==> src/rtl/mcu_sfr_pkg.sv <==
// register map, field positions, reset values and op codes of the core register bank
package mcu_sfr_pkg;

  // ----------------------------------------------------------------
  // register addresses
  // ----------------------------------------------------------------
  localparam logic [7:0] SP_ADDR = 8'h81;
  localparam logic [7:0] DPL_ADDR = 8'h82;
  localparam logic [7:0] DPH_ADDR = 8'h83;
  localparam logic [7:0] POWER_CONTROL_ADDR = 8'h87;
  localparam logic [7:0] EXT_PORT_CONFIG_ADDR = 8'h9f;
  localparam logic [7:0] CFG_ADDR = 8'haf;
  localparam logic [7:0] PSW_ADDR = 8'hd0;
  localparam logic [7:0] ACC_ADDR = 8'he0;
  localparam logic [7:0] B_ADDR = 8'hf0;

  // ----------------------------------------------------------------
  // reset values
  // ----------------------------------------------------------------
  localparam logic [7:0] SP_RESET = 8'h07;
  localparam logic [15:0] POINTER_PAIR_RESET = 16'h0000;
  localparam logic [7:0] POWER_CONTROL_RESET = 8'h00;
  localparam logic [7:0] EXT_PORT_CONFIG_RESET = 8'h00;
  localparam logic [7:0] CFG_RESET = 8'h81;
  localparam logic [7:0] PSW_RESET = 8'h00;
  localparam logic [7:0] ACC_RESET = 8'h00;
  localparam logic [7:0] B_RESET = 8'h00;

  // ----------------------------------------------------------------
  // field positions
  // ----------------------------------------------------------------
  localparam int PSW_CARRY = 7;
  localparam int PSW_HALF_CARRY = 6;
  localparam int PSW_USER_HIGH = 5;
  localparam int PSW_BANK_MSB = 4;
  localparam int PSW_BANK_LSB = 3;
  localparam int PSW_OVERFLOW = 2;
  localparam int PSW_USER_LOW = 1;
  localparam int PSW_PARITY = 0;
  localparam int POWER_CONTROL_BAUD = 7;
  localparam int CFG_ERR_CHECK = 6;
  localparam int CFG_SYNC_PORT = 5;
  localparam int CFG_CARRIER = 4;
  localparam int CFG_XRAM_MSB = 1;
  localparam int CFG_XRAM_LSB = 0;

  // ----------------------------------------------------------------
  // sizes
  // ----------------------------------------------------------------
  localparam int BANK_BYTES = 8;
  localparam int XRAM_BYTES = 256;

  typedef enum logic [2:0] {
    ALU_NONE = 3'b000,
    ALU_ADD = 3'b001,
    ALU_ADDC = 3'b010,
    ALU_SUBB = 3'b011,
    ALU_MUL = 3'b100,
    ALU_DIV = 3'b101
  } alu_op_t;

endpackage : mcu_sfr_pkg

==> src/rtl/flag_if.sv <==
// carrier between the register bank and its flag-update decoder
`timescale 1ns/1ps
interface flag_if;
  mcu_sfr_pkg::alu_op_t op;
  logic carry_we;
  logic half_carry_we;
  logic overflow_we;
  modport bank (output op, input carry_we, input half_carry_we, input overflow_we);
  modport unit (input op, output carry_we, output half_carry_we, output overflow_we);
endinterface : flag_if

==> src/rtl/psw_flag_unit.sv <==
// decodes which status flags an arithmetic operation updates
`timescale 1ns/1ps
module psw_flag_unit (
  flag_if.unit fl
);
  always_comb begin
    fl.carry_we = 1'b0;
    fl.half_carry_we = 1'b0;
    fl.overflow_we = 1'b0;
    unique case (fl.op)
      mcu_sfr_pkg::ALU_NONE: begin
      end
      mcu_sfr_pkg::ALU_ADD, mcu_sfr_pkg::ALU_ADDC: begin
        fl.carry_we = 1'b1;
        fl.half_carry_we = 1'b1;
        fl.overflow_we = 1'b1;
      end
      mcu_sfr_pkg::ALU_SUBB, mcu_sfr_pkg::ALU_MUL, mcu_sfr_pkg::ALU_DIV: begin
        fl.carry_we = 1'b1;
        fl.overflow_we = 1'b1;
      end
      // codes 110 and 111 are unused and touch no flag
      default: begin
      end
    endcase
  end
endmodule : psw_flag_unit

==> src/rtl/even_parity.sv <==
// even-parity bit for one byte
`timescale 1ns/1ps
module even_parity (
  input wire logic [7:0] i_data,
  output logic o_parity
);
  // set when the byte holds an odd count of ones, so byte plus bit is even
  assign o_parity = ^i_data;
endmodule : even_parity

==> src/rtl/mcu_core_sfr_bank.sv <==
// core special-function register bank: working, status, pointer and configuration registers
`timescale 1ns/1ps

module mcu_core_sfr_bank #(
  parameter int BANK_BYTES = mcu_sfr_pkg::BANK_BYTES
) (
  input wire logic i_ref_clk,
  input wire logic i_reset_n,
  input wire logic i_clk_en,
  input wire logic [7:0] i_sfr_addr,
  input wire logic i_sfr_wr,
  input wire logic i_sfr_rd,
  input wire logic [7:0] i_sfr_wdata,
  input wire logic [7:0] i_bit_addr,
  input wire logic i_bit_wr,
  input wire logic i_bit_rd,
  input wire logic i_bit_wdata,
  input wire mcu_sfr_pkg::alu_op_t i_alu_op,
  input wire logic i_alu_carry,
  input wire logic i_alu_half_carry,
  input wire logic i_alu_overflow,
  input wire logic i_acc_load,
  input wire logic [7:0] i_acc_data,
  input wire logic i_b_load,
  input wire logic [7:0] i_b_data,
  input wire logic i_pointer_pair_load,
  input wire logic [15:0] i_pointer_pair_data,
  input wire logic i_pointer_pair_inc,
  input wire logic i_sp_inc,
  input wire logic i_sp_dec,
  output logic [7:0] o_sfr_rdata,
  output logic o_sfr_hit,
  output logic o_bit_rdata,
  output logic o_bit_hit,
  output logic [7:0] o_acc,
  output logic [7:0] o_b,
  output logic [7:0] o_psw,
  output logic [15:0] o_pointer_pair,
  output logic [7:0] o_sp,
  output logic [4:0] o_bank_base,
  output logic o_baud_doubler,
  output logic o_uart_error_check_enable,
  output logic o_sync_port_select,
  output logic [7:0] o_carrier_pin_select,
  output logic o_xram_move_enable
);

  // ----------------------------------------------------------------
  // elaboration checks
  // ----------------------------------------------------------------
  // the bank base is a five-bit byte address into the low 32 bytes
  if (BANK_BYTES * 4 > 32 || (BANK_BYTES & (BANK_BYTES - 1)) != 0) begin : g_bad_bank
    $error("bank size must be a power of two with four banks inside 32 bytes");
  end

  // ----------------------------------------------------------------
  // helpers
  // ----------------------------------------------------------------
  function automatic logic bit_hit(input logic [7:0] ba, input logic [7:0] base);
    bit_hit = (ba[7:3] == base[7:3]);
  endfunction : bit_hit

  function automatic logic [7:0] set_bit(input logic [7:0] val, input logic [2:0] idx,
                                         input logic b);
    logic [7:0] r;
    r = val;
    r[idx] = b;
    set_bit = r;
  endfunction : set_bit

  // ----------------------------------------------------------------
  // state
  // ----------------------------------------------------------------
  logic [7:0] acc_reg, acc_next;
  logic [7:0] b_reg, b_next;
  logic [7:0] psw_reg, psw_next, psw_sw;
  logic [7:0] dpl_reg, dpl_next;
  logic [7:0] dph_reg, dph_next;
  logic [7:0] sp_reg, sp_next;
  logic [7:0] power_control_reg, power_control_next;
  logic [7:0] cfg_reg, cfg_next;
  logic [7:0] ext_port_config_reg, ext_port_config_next;
  logic parity_next;

  // ----------------------------------------------------------------
  // address decode
  // ----------------------------------------------------------------
  wire wr_acc = i_sfr_wr && (i_sfr_addr == mcu_sfr_pkg::ACC_ADDR);
  wire wr_b = i_sfr_wr && (i_sfr_addr == mcu_sfr_pkg::B_ADDR);
  wire wr_psw = i_sfr_wr && (i_sfr_addr == mcu_sfr_pkg::PSW_ADDR);
  wire wr_dpl = i_sfr_wr && (i_sfr_addr == mcu_sfr_pkg::DPL_ADDR);
  wire wr_dph = i_sfr_wr && (i_sfr_addr == mcu_sfr_pkg::DPH_ADDR);
  wire wr_sp = i_sfr_wr && (i_sfr_addr == mcu_sfr_pkg::SP_ADDR);
  wire wr_power_control = i_sfr_wr && (i_sfr_addr == mcu_sfr_pkg::POWER_CONTROL_ADDR);
  wire wr_cfg = i_sfr_wr && (i_sfr_addr == mcu_sfr_pkg::CFG_ADDR);
  wire wr_ext_port_config = i_sfr_wr && (i_sfr_addr == mcu_sfr_pkg::EXT_PORT_CONFIG_ADDR);
  // only these three answer single-bit access
  wire bit_acc = bit_hit(i_bit_addr, mcu_sfr_pkg::ACC_ADDR);
  wire bit_b = bit_hit(i_bit_addr, mcu_sfr_pkg::B_ADDR);
  wire bit_psw = bit_hit(i_bit_addr, mcu_sfr_pkg::PSW_ADDR);
  wire bwr_acc = i_bit_wr && bit_acc;
  wire bwr_b = i_bit_wr && bit_b;
  wire bwr_psw = i_bit_wr && bit_psw;
  wire pointer_pair_sw = wr_dpl || wr_dph;

  // ----------------------------------------------------------------
  // flag decode
  // ----------------------------------------------------------------
  flag_if fl ();
  assign fl.op = i_alu_op;

  psw_flag_unit u_flags (
    .fl(fl.unit)
  );

  // ----------------------------------------------------------------
  // next values
  // ----------------------------------------------------------------
  // a direct write beats the datapath load in the same cycle
  assign acc_next = wr_acc ? i_sfr_wdata :
                    bwr_acc ? set_bit(acc_reg, i_bit_addr[2:0], i_bit_wdata) :
                    i_acc_load ? i_acc_data : acc_reg;
  assign b_next = wr_b ? i_sfr_wdata :
                  bwr_b ? set_bit(b_reg, i_bit_addr[2:0], i_bit_wdata) :
                  i_b_load ? i_b_data : b_reg;

  even_parity u_parity (
    .i_data(acc_next),
    .o_parity(parity_next)
  );

  // user flags and bank select change only through software writes
  assign psw_sw = wr_psw ? i_sfr_wdata :
                  bwr_psw ? set_bit(psw_reg, i_bit_addr[2:0], i_bit_wdata) : psw_reg;

  // arithmetic flag updates win over a software write in the same cycle
  always_comb begin
    psw_next = psw_sw;
    if (fl.carry_we) begin
      psw_next[mcu_sfr_pkg::PSW_CARRY] = i_alu_carry;
    end
    if (fl.half_carry_we) begin
      psw_next[mcu_sfr_pkg::PSW_HALF_CARRY] = i_alu_half_carry;
    end
    if (fl.overflow_we) begin
      psw_next[mcu_sfr_pkg::PSW_OVERFLOW] = i_alu_overflow;
    end
    // parity is hardware-owned; written values are dropped
    psw_next[mcu_sfr_pkg::PSW_PARITY] = parity_next;
  end

  // a byte write blocks a whole-pointer load or increment for that cycle
  wire [15:0] pointer_pair_hw = i_pointer_pair_load ? i_pointer_pair_data :
                        i_pointer_pair_inc ? {dph_reg, dpl_reg} + 16'h0001 : {dph_reg, dpl_reg};
  assign dpl_next = pointer_pair_sw ? (wr_dpl ? i_sfr_wdata : dpl_reg) : pointer_pair_hw[7:0];
  assign dph_next = pointer_pair_sw ? (wr_dph ? i_sfr_wdata : dph_reg) : pointer_pair_hw[15:8];

  // wraps within eight bits; the stack lives in the extended RAM page
  assign sp_next = wr_sp ? i_sfr_wdata :
                   i_sp_inc ? sp_reg + 8'h01 :
                   i_sp_dec ? sp_reg - 8'h01 : sp_reg;

  // reserved bits are stored and read back but steer nothing
  assign power_control_next = wr_power_control ? i_sfr_wdata : power_control_reg;
  assign cfg_next = wr_cfg ? i_sfr_wdata : cfg_reg;
  assign ext_port_config_next = wr_ext_port_config ? i_sfr_wdata : ext_port_config_reg;

  // ----------------------------------------------------------------
  // read path
  // ----------------------------------------------------------------
  wire rd_known = (i_sfr_addr == mcu_sfr_pkg::ACC_ADDR) || (i_sfr_addr == mcu_sfr_pkg::B_ADDR) ||
                  (i_sfr_addr == mcu_sfr_pkg::PSW_ADDR) || (i_sfr_addr == mcu_sfr_pkg::DPL_ADDR) ||
                  (i_sfr_addr == mcu_sfr_pkg::DPH_ADDR) || (i_sfr_addr == mcu_sfr_pkg::SP_ADDR) ||
                  (i_sfr_addr == mcu_sfr_pkg::POWER_CONTROL_ADDR) ||
                  (i_sfr_addr == mcu_sfr_pkg::CFG_ADDR) ||
                  (i_sfr_addr == mcu_sfr_pkg::EXT_PORT_CONFIG_ADDR);
  wire [7:0] rd_mux = (i_sfr_addr == mcu_sfr_pkg::ACC_ADDR) ? acc_reg :
                      (i_sfr_addr == mcu_sfr_pkg::B_ADDR) ? b_reg :
                      (i_sfr_addr == mcu_sfr_pkg::PSW_ADDR) ? psw_reg :
                      (i_sfr_addr == mcu_sfr_pkg::DPL_ADDR) ? dpl_reg :
                      (i_sfr_addr == mcu_sfr_pkg::DPH_ADDR) ? dph_reg :
                      (i_sfr_addr == mcu_sfr_pkg::SP_ADDR) ? sp_reg :
                      (i_sfr_addr == mcu_sfr_pkg::POWER_CONTROL_ADDR) ? power_control_reg :
                      (i_sfr_addr == mcu_sfr_pkg::CFG_ADDR) ? cfg_reg :
                      (i_sfr_addr == mcu_sfr_pkg::EXT_PORT_CONFIG_ADDR) ? ext_port_config_reg : 8'h00;
  wire bit_known = bit_acc || bit_b || bit_psw;
  wire [7:0] bit_byte = bit_acc ? acc_reg : bit_b ? b_reg : bit_psw ? psw_reg : 8'h00;
  wire bit_sel = bit_byte[i_bit_addr[2:0]];

  // ----------------------------------------------------------------
  // registers
  // ----------------------------------------------------------------
  always_ff @(posedge i_ref_clk or negedge i_reset_n) begin
    if (!i_reset_n) begin
      acc_reg <= mcu_sfr_pkg::ACC_RESET;
      b_reg <= mcu_sfr_pkg::B_RESET;
      psw_reg <= mcu_sfr_pkg::PSW_RESET;
      sp_reg <= mcu_sfr_pkg::SP_RESET;
      dpl_reg <= mcu_sfr_pkg::POINTER_PAIR_RESET[7:0];
      dph_reg <= mcu_sfr_pkg::POINTER_PAIR_RESET[15:8];
    end else if (i_clk_en) begin
      acc_reg <= acc_next;
      b_reg <= b_next;
      psw_reg <= psw_next;
      sp_reg <= sp_next;
      dpl_reg <= dpl_next;
      dph_reg <= dph_next;
    end
  end

  always_ff @(posedge i_ref_clk or negedge i_reset_n) begin
    if (!i_reset_n) begin
      power_control_reg <= mcu_sfr_pkg::POWER_CONTROL_RESET;
      cfg_reg <= mcu_sfr_pkg::CFG_RESET;
      ext_port_config_reg <= mcu_sfr_pkg::EXT_PORT_CONFIG_RESET;
      o_bank_base <= 5'h00;
      o_carrier_pin_select <= 8'h00;
      o_xram_move_enable <= mcu_sfr_pkg::CFG_RESET[mcu_sfr_pkg::CFG_XRAM_LSB];
    end else if (i_clk_en) begin
      power_control_reg <= power_control_next;
      cfg_reg <= cfg_next;
      ext_port_config_reg <= ext_port_config_next;
      o_bank_base <= 5'(psw_next[mcu_sfr_pkg::PSW_BANK_MSB:mcu_sfr_pkg::PSW_BANK_LSB]
                        * BANK_BYTES);
      o_carrier_pin_select <= cfg_next[mcu_sfr_pkg::CFG_CARRIER] ? ext_port_config_next : 8'h00;
      o_xram_move_enable <= |cfg_next[mcu_sfr_pkg::CFG_XRAM_MSB:mcu_sfr_pkg::CFG_XRAM_LSB];
    end
  end

  always_ff @(posedge i_ref_clk or negedge i_reset_n) begin
    if (!i_reset_n) begin
      o_sfr_rdata <= 8'h00;
      o_sfr_hit <= 1'b0;
      o_bit_rdata <= 1'b0;
      o_bit_hit <= 1'b0;
    end else if (i_clk_en) begin
      o_sfr_rdata <= i_sfr_rd ? rd_mux : 8'h00;
      o_sfr_hit <= i_sfr_rd && rd_known;
      o_bit_rdata <= i_bit_rd && bit_sel;
      o_bit_hit <= i_bit_rd && bit_known;
    end
  end

  // ----------------------------------------------------------------
  // outputs
  // ----------------------------------------------------------------
  assign o_acc = acc_reg;
  assign o_b = b_reg;
  assign o_psw = psw_reg;
  assign o_pointer_pair = {dph_reg, dpl_reg};
  assign o_sp = sp_reg;
  assign o_baud_doubler = power_control_reg[mcu_sfr_pkg::POWER_CONTROL_BAUD];
  assign o_uart_error_check_enable = cfg_reg[mcu_sfr_pkg::CFG_ERR_CHECK];
  assign o_sync_port_select = cfg_reg[mcu_sfr_pkg::CFG_SYNC_PORT];

  wire psw_touch = wr_psw || bwr_psw;
  wire arith_cov = (i_alu_op == mcu_sfr_pkg::ALU_ADD) || (i_alu_op == mcu_sfr_pkg::ALU_ADDC) ||
                   (i_alu_op == mcu_sfr_pkg::ALU_SUBB) || (i_alu_op == mcu_sfr_pkg::ALU_MUL) ||
                   (i_alu_op == mcu_sfr_pkg::ALU_DIV);
endmodule : mcu_core_sfr_bank

==> config.mk <==
export PLATFORM = sky130hd
export DESIGN_NAME = mcu_core_sfr_bank
export DESIGN_NICKNAME = d
export VERILOG_FILES = /design/src/rtl/mcu_sfr_pkg.sv /design/src/rtl/flag_if.sv /design/src/rtl/psw_flag_unit.sv /design/src/rtl/even_parity.sv /design/src/rtl/mcu_core_sfr_bank.sv
export SDC_FILE = /design/constraint.sdc
export NUM_CORES = 1
export LEC_CHECK = 0
export BUFFER_PORTS_ARGS = -buffer_cell sky130_fd_sc_hd__buf_2
export CORE_MARGIN = 5
export CORE_UTILIZATION = 45
export CTS_CLUSTER_DIAMETER = 50
export CTS_CLUSTER_SIZE = 14
export DETAILED_ROUTE_END_ITERATION = 8
export PLACE_DENSITY = 0.76
export SKIP_CTS_REPAIR_TIMING = 1
export SYNTH_ARGS = -nofsm -noshare
export SYNTH_HDL_FRONTEND = slang
export SYNTH_SLANG_ARGS = --single-unit
==> constraint.sdc <==
create_clock -name i_ref_clk -period 2.9 [get_ports i_ref_clk]
set_input_delay 0.29 -clock i_ref_clk [delete_from_list [all_inputs] [get_ports i_ref_clk]]
set_output_delay 0.29 -clock i_ref_clk [all_outputs]
set_load 0.02 [all_outputs]
==> impl_results.md <==
* DP Cell Count at 1,046
* Static leakage power at 0.00341 uW
* Worst-skew pair later-pin latency at 0.35 ns
* DR WL/cell at 19.4 um
* Period minus WS final at 2.35 ns
* # diodes at 0
* Htree depth at 3
* Setup TNS at 0 ns
* Initial Util at 0.462
* RSZ-0062 raised after global routing: no
* CP endpoint kind: flip-flop
* WP data arrival at 2.57 ns
* CP Max Fanout at 5
* Initial antenna violation count at 0
* Slew Viols, Final at 0
* Fin crit share at 0.809
* Largest net degree at the start of global routing at 48
* Layout Nets at 961
* Top Ports at 152
* Share of layout cells above drive strength 1 at 0.259
* Critical path's most frequent cell: a21oi_1
* Vias/cell at 5.85
* Pwr dens at 566 nW/um2
* DRC violation count after routing at 0
* Syn Inst Count at 756
* Clock buffer depth at 2
* Die height at 130 um
* Violations in the final reports: negative hold slack
* Bufs and invs on worst path at 0
* Worst Hold Class: primary input to asynchronous set/reset pin
* CTS buffer count at 9
* Final Setup Violations at 0
* R2R cell count at 10
* Hold Violations, Final at 42
* Core Area at 13,900 um2
* Die Span X at 130 um
* Max_slew headroom at 0.520
* Main synth FF type: dfrtp_1
* Synth Register Bits at 92
* CTS tree: yes
* Ys async rst share at 1.00
* Syn avg cell area at 8.52 um2
* Critical path's largest stage delay at 0.60 ns
* Slowest CP cell: dfstp_2
* Delay-heaviest family, CP: compound AO/OA/AOI/OAI gates
* CP Launch Type: flip-flop
* Fin cells at 1,061
* Num rows at 43
* IO Port Bufs at 148
* Tot GR Track Use at 0.245
* Area Overhead vs Synth at 17.8%
* Critical Setup Path Class: flip-flop to flip-flop
* CTS sink count at 92
* Synthesized area at 6440 um2
* Initial DRC Count at 557
* Clock root buffer master: clkbuf_16
* Post-synth EDFFs at 0
* Worst Path Required at 3.12 ns
* Hold_ws at -0.0525 ns
* Actual slew at the worst max-slew pin at 0.719 ns
* First-pass detailed-route iteration total at 6
* MaxCap Viol Count at 0
* Status: finished with violations
* Vias in the first global route at 5,986
* Filler cells at 1,304
* Global route total overflow at 0
* Synth Warn # at 0
* CP Depth at 10
* Final GP Congestion at 0.953
* Fin Clk Skew at 0.00899 ns
* Clock-pin slew on the worst setup and hold paths at 0.07 ns
* Vias at 6,208
* CP Cell Sequence: ha_1 > a21o_1 > a21oi_1 > o21bai_1 > a21oi_1 > o21bai_1 > a21oi_1 > xnor2_1 > mux2i_1 > nand3_1
* Antenna-violating nets left at 0
* Fmax at 0.426 GHz
* Global-route wire length before repair at 32,100 um
* Sequential share of the synthesized area at 0.359
* Max rail drop VDD at 0.000347 V
* Hpwl dp at 15,100 um
* Final wirelength at 20,600 um
* Die Area at 16,800 um2
* Distinct cells, synth at 65
-- worst register-to-register path: cells and delay by family (launching register included) --
family                   cells  cell delay, ns
AO/OA/AOI/OAI                6            0.94
XOR/XNOR                     1            0.15
adder cells (fa/ha/maj)      1            0.25
flip-flops                   1            0.60
multiplexers                 1            0.20
AND/OR/NAND/NOR              1            0.08
-- power breakdown --
part,switching (uW),internal (uW)
logic,813,563
clock network,526,673
registers,259,1460
-- path summary, 6_finish.rpt --
check | startpoint | to | slack, ns
hold reg to reg | o_xram_move_enable$_DFFE_PN1P_ | o_xram_move_enable$_DFFE_PN1P_ | 0.47
hold / removal | i_reset_n | o_bit_hit$_DFFE_PN0P_ | -0.05
max in group asynchronous | i_reset_n | cfg_reg[0]$_DFFE_PN1P_ | 2.21
setup reg to reg | o_sp[1]$_DFFE_PN1P_ | o_sp[7]$_DFFE_PN0P_ | 0.55
min in group i_ref_clk | i_bit_rd | o_bit_rdata$_DFFE_PN0P_ | 0.21
setup / recovery | o_sp[1]$_DFFE_PN1P_ | o_sp[7]$_DFFE_PN0P_ | 0.55
-- placed cells by master, fill, tap and decap left out, types with 9 or more instances in the layout --
cell type    n
a21oi_1    111
a22oi_1     15
buf_2      147
buf_4       17
clkbuf_16    9
dfrtp_1     86
inv_1       17
mux2_1      27
mux2_2      17
mux2i_1     28
nand2_1     56
nand3_1     18
nor2_1      84
nor3_1      30
o21ai_0     18
o21ai_1     36
o22ai_1     20
xnor2_1     12
xor2_1      18
-- final cells by class --
cell class	count	area, um2	share of cell area
clock buffers	9	225	0.0297
multi-input cells	588	3790	0.500
repair buffers	165	883	0.116
well taps	180	225	0.0297
clock inverters	6	70.1	0.00924
inverters	21	78.8	0.0104
flip-flops and latches	92	2310	0.305
-- cells in the mapped netlist (all sizes together) (2+ instances only) --
master | count | area share
a21oi | 111 | 0.086
dfrtp | 86 | 0.33
nor2 | 84 | 0.049
nand2 | 56 | 0.033
o21ai | 54 | 0.042
mux2 | 44 | 0.077
clkbuf | 36 | 0.021
nor3 | 30 | 0.023
mux2i | 29 | 0.046
buf | 21 | 0.020
inv | 21 | 0.012
o22ai | 20 | 0.019
nand3 | 18 | 0.014
xor2 | 18 | 0.024
a22oi | 15 | 0.017
xnor2 | 12 | 0.016
o221ai | 9 | 0.024
ha | 7 | 0.014
or3 | 7 | 0.0068
and3 | 6 | 0.0066
dfstp | 6 | 0.024
nand4 | 5 | 0.0049
nor2b | 5 | 0.0049
o2111ai | 5 | 0.0068
o31ai | 4 | 0.0047
a31oi | 3 | 0.0039
and2 | 3 | 0.0029
nor3b | 3 | 0.0043
o21a | 3 | 0.0035
o21bai | 3 | 0.0035
o32a | 3 | 0.0047
or2 | 3 | 0.0029
a21o | 2 | 0.0023
a22o | 2 | 0.0027
and4 | 2 | 0.0027
mux4 | 2 | 0.0070
nand2b | 2 | 0.0031
nand3b | 2 | 0.0023
nor4b | 2 | 0.0047
or3b | 2 | 0.0027
-- metal layers --
layer | GRT usage | part of all wire | vias up
li1 | - | - | 2978
met2 | 0.394 | 0.46 | 304
met1 | 0.314 | 0.41 | 2858
met4 | 0.114 | 0.043 | 0
met3 | 0.0544 | 0.092 | 68
met5 | 0 | 0 | -
-- logic make-up (layout without fill, tap and decap cells) --
kind of cell | count (synthesis) | after routing | synth area share
xor+xnor | 30 | 30 | 0.0408
buf+inv | 78 | 201 | 0.0534
other cells | 1 | 3 | 0.000582
fa+ha+maj | 8 | 8 | 0.0167
simple gates | 235 | 235 | 0.175
mux | 75 | 75 | 0.130
flops | 92 | 92 | 0.359
compound gates | 237 | 237 | 0.225
-- metrics by stage --
step	setup WS, ns	instance area, um2	total power (uW)	hold WS (ns)	utilization
global placement	0.514	7290	3080	0.343	0.523
global route	0.328	7580	4520	0.00647	0.544
detailed placement	0.456	7290	3110	0.347	0.523
floorplan	0.642	6450	2620	-0.00559	-
finish	0.553	7580	4290	-0.0525	0.544
CTS	0.560	7580	4300	-0.0239	0.544
Note: power is estimated with default switching activity, not from simulation.
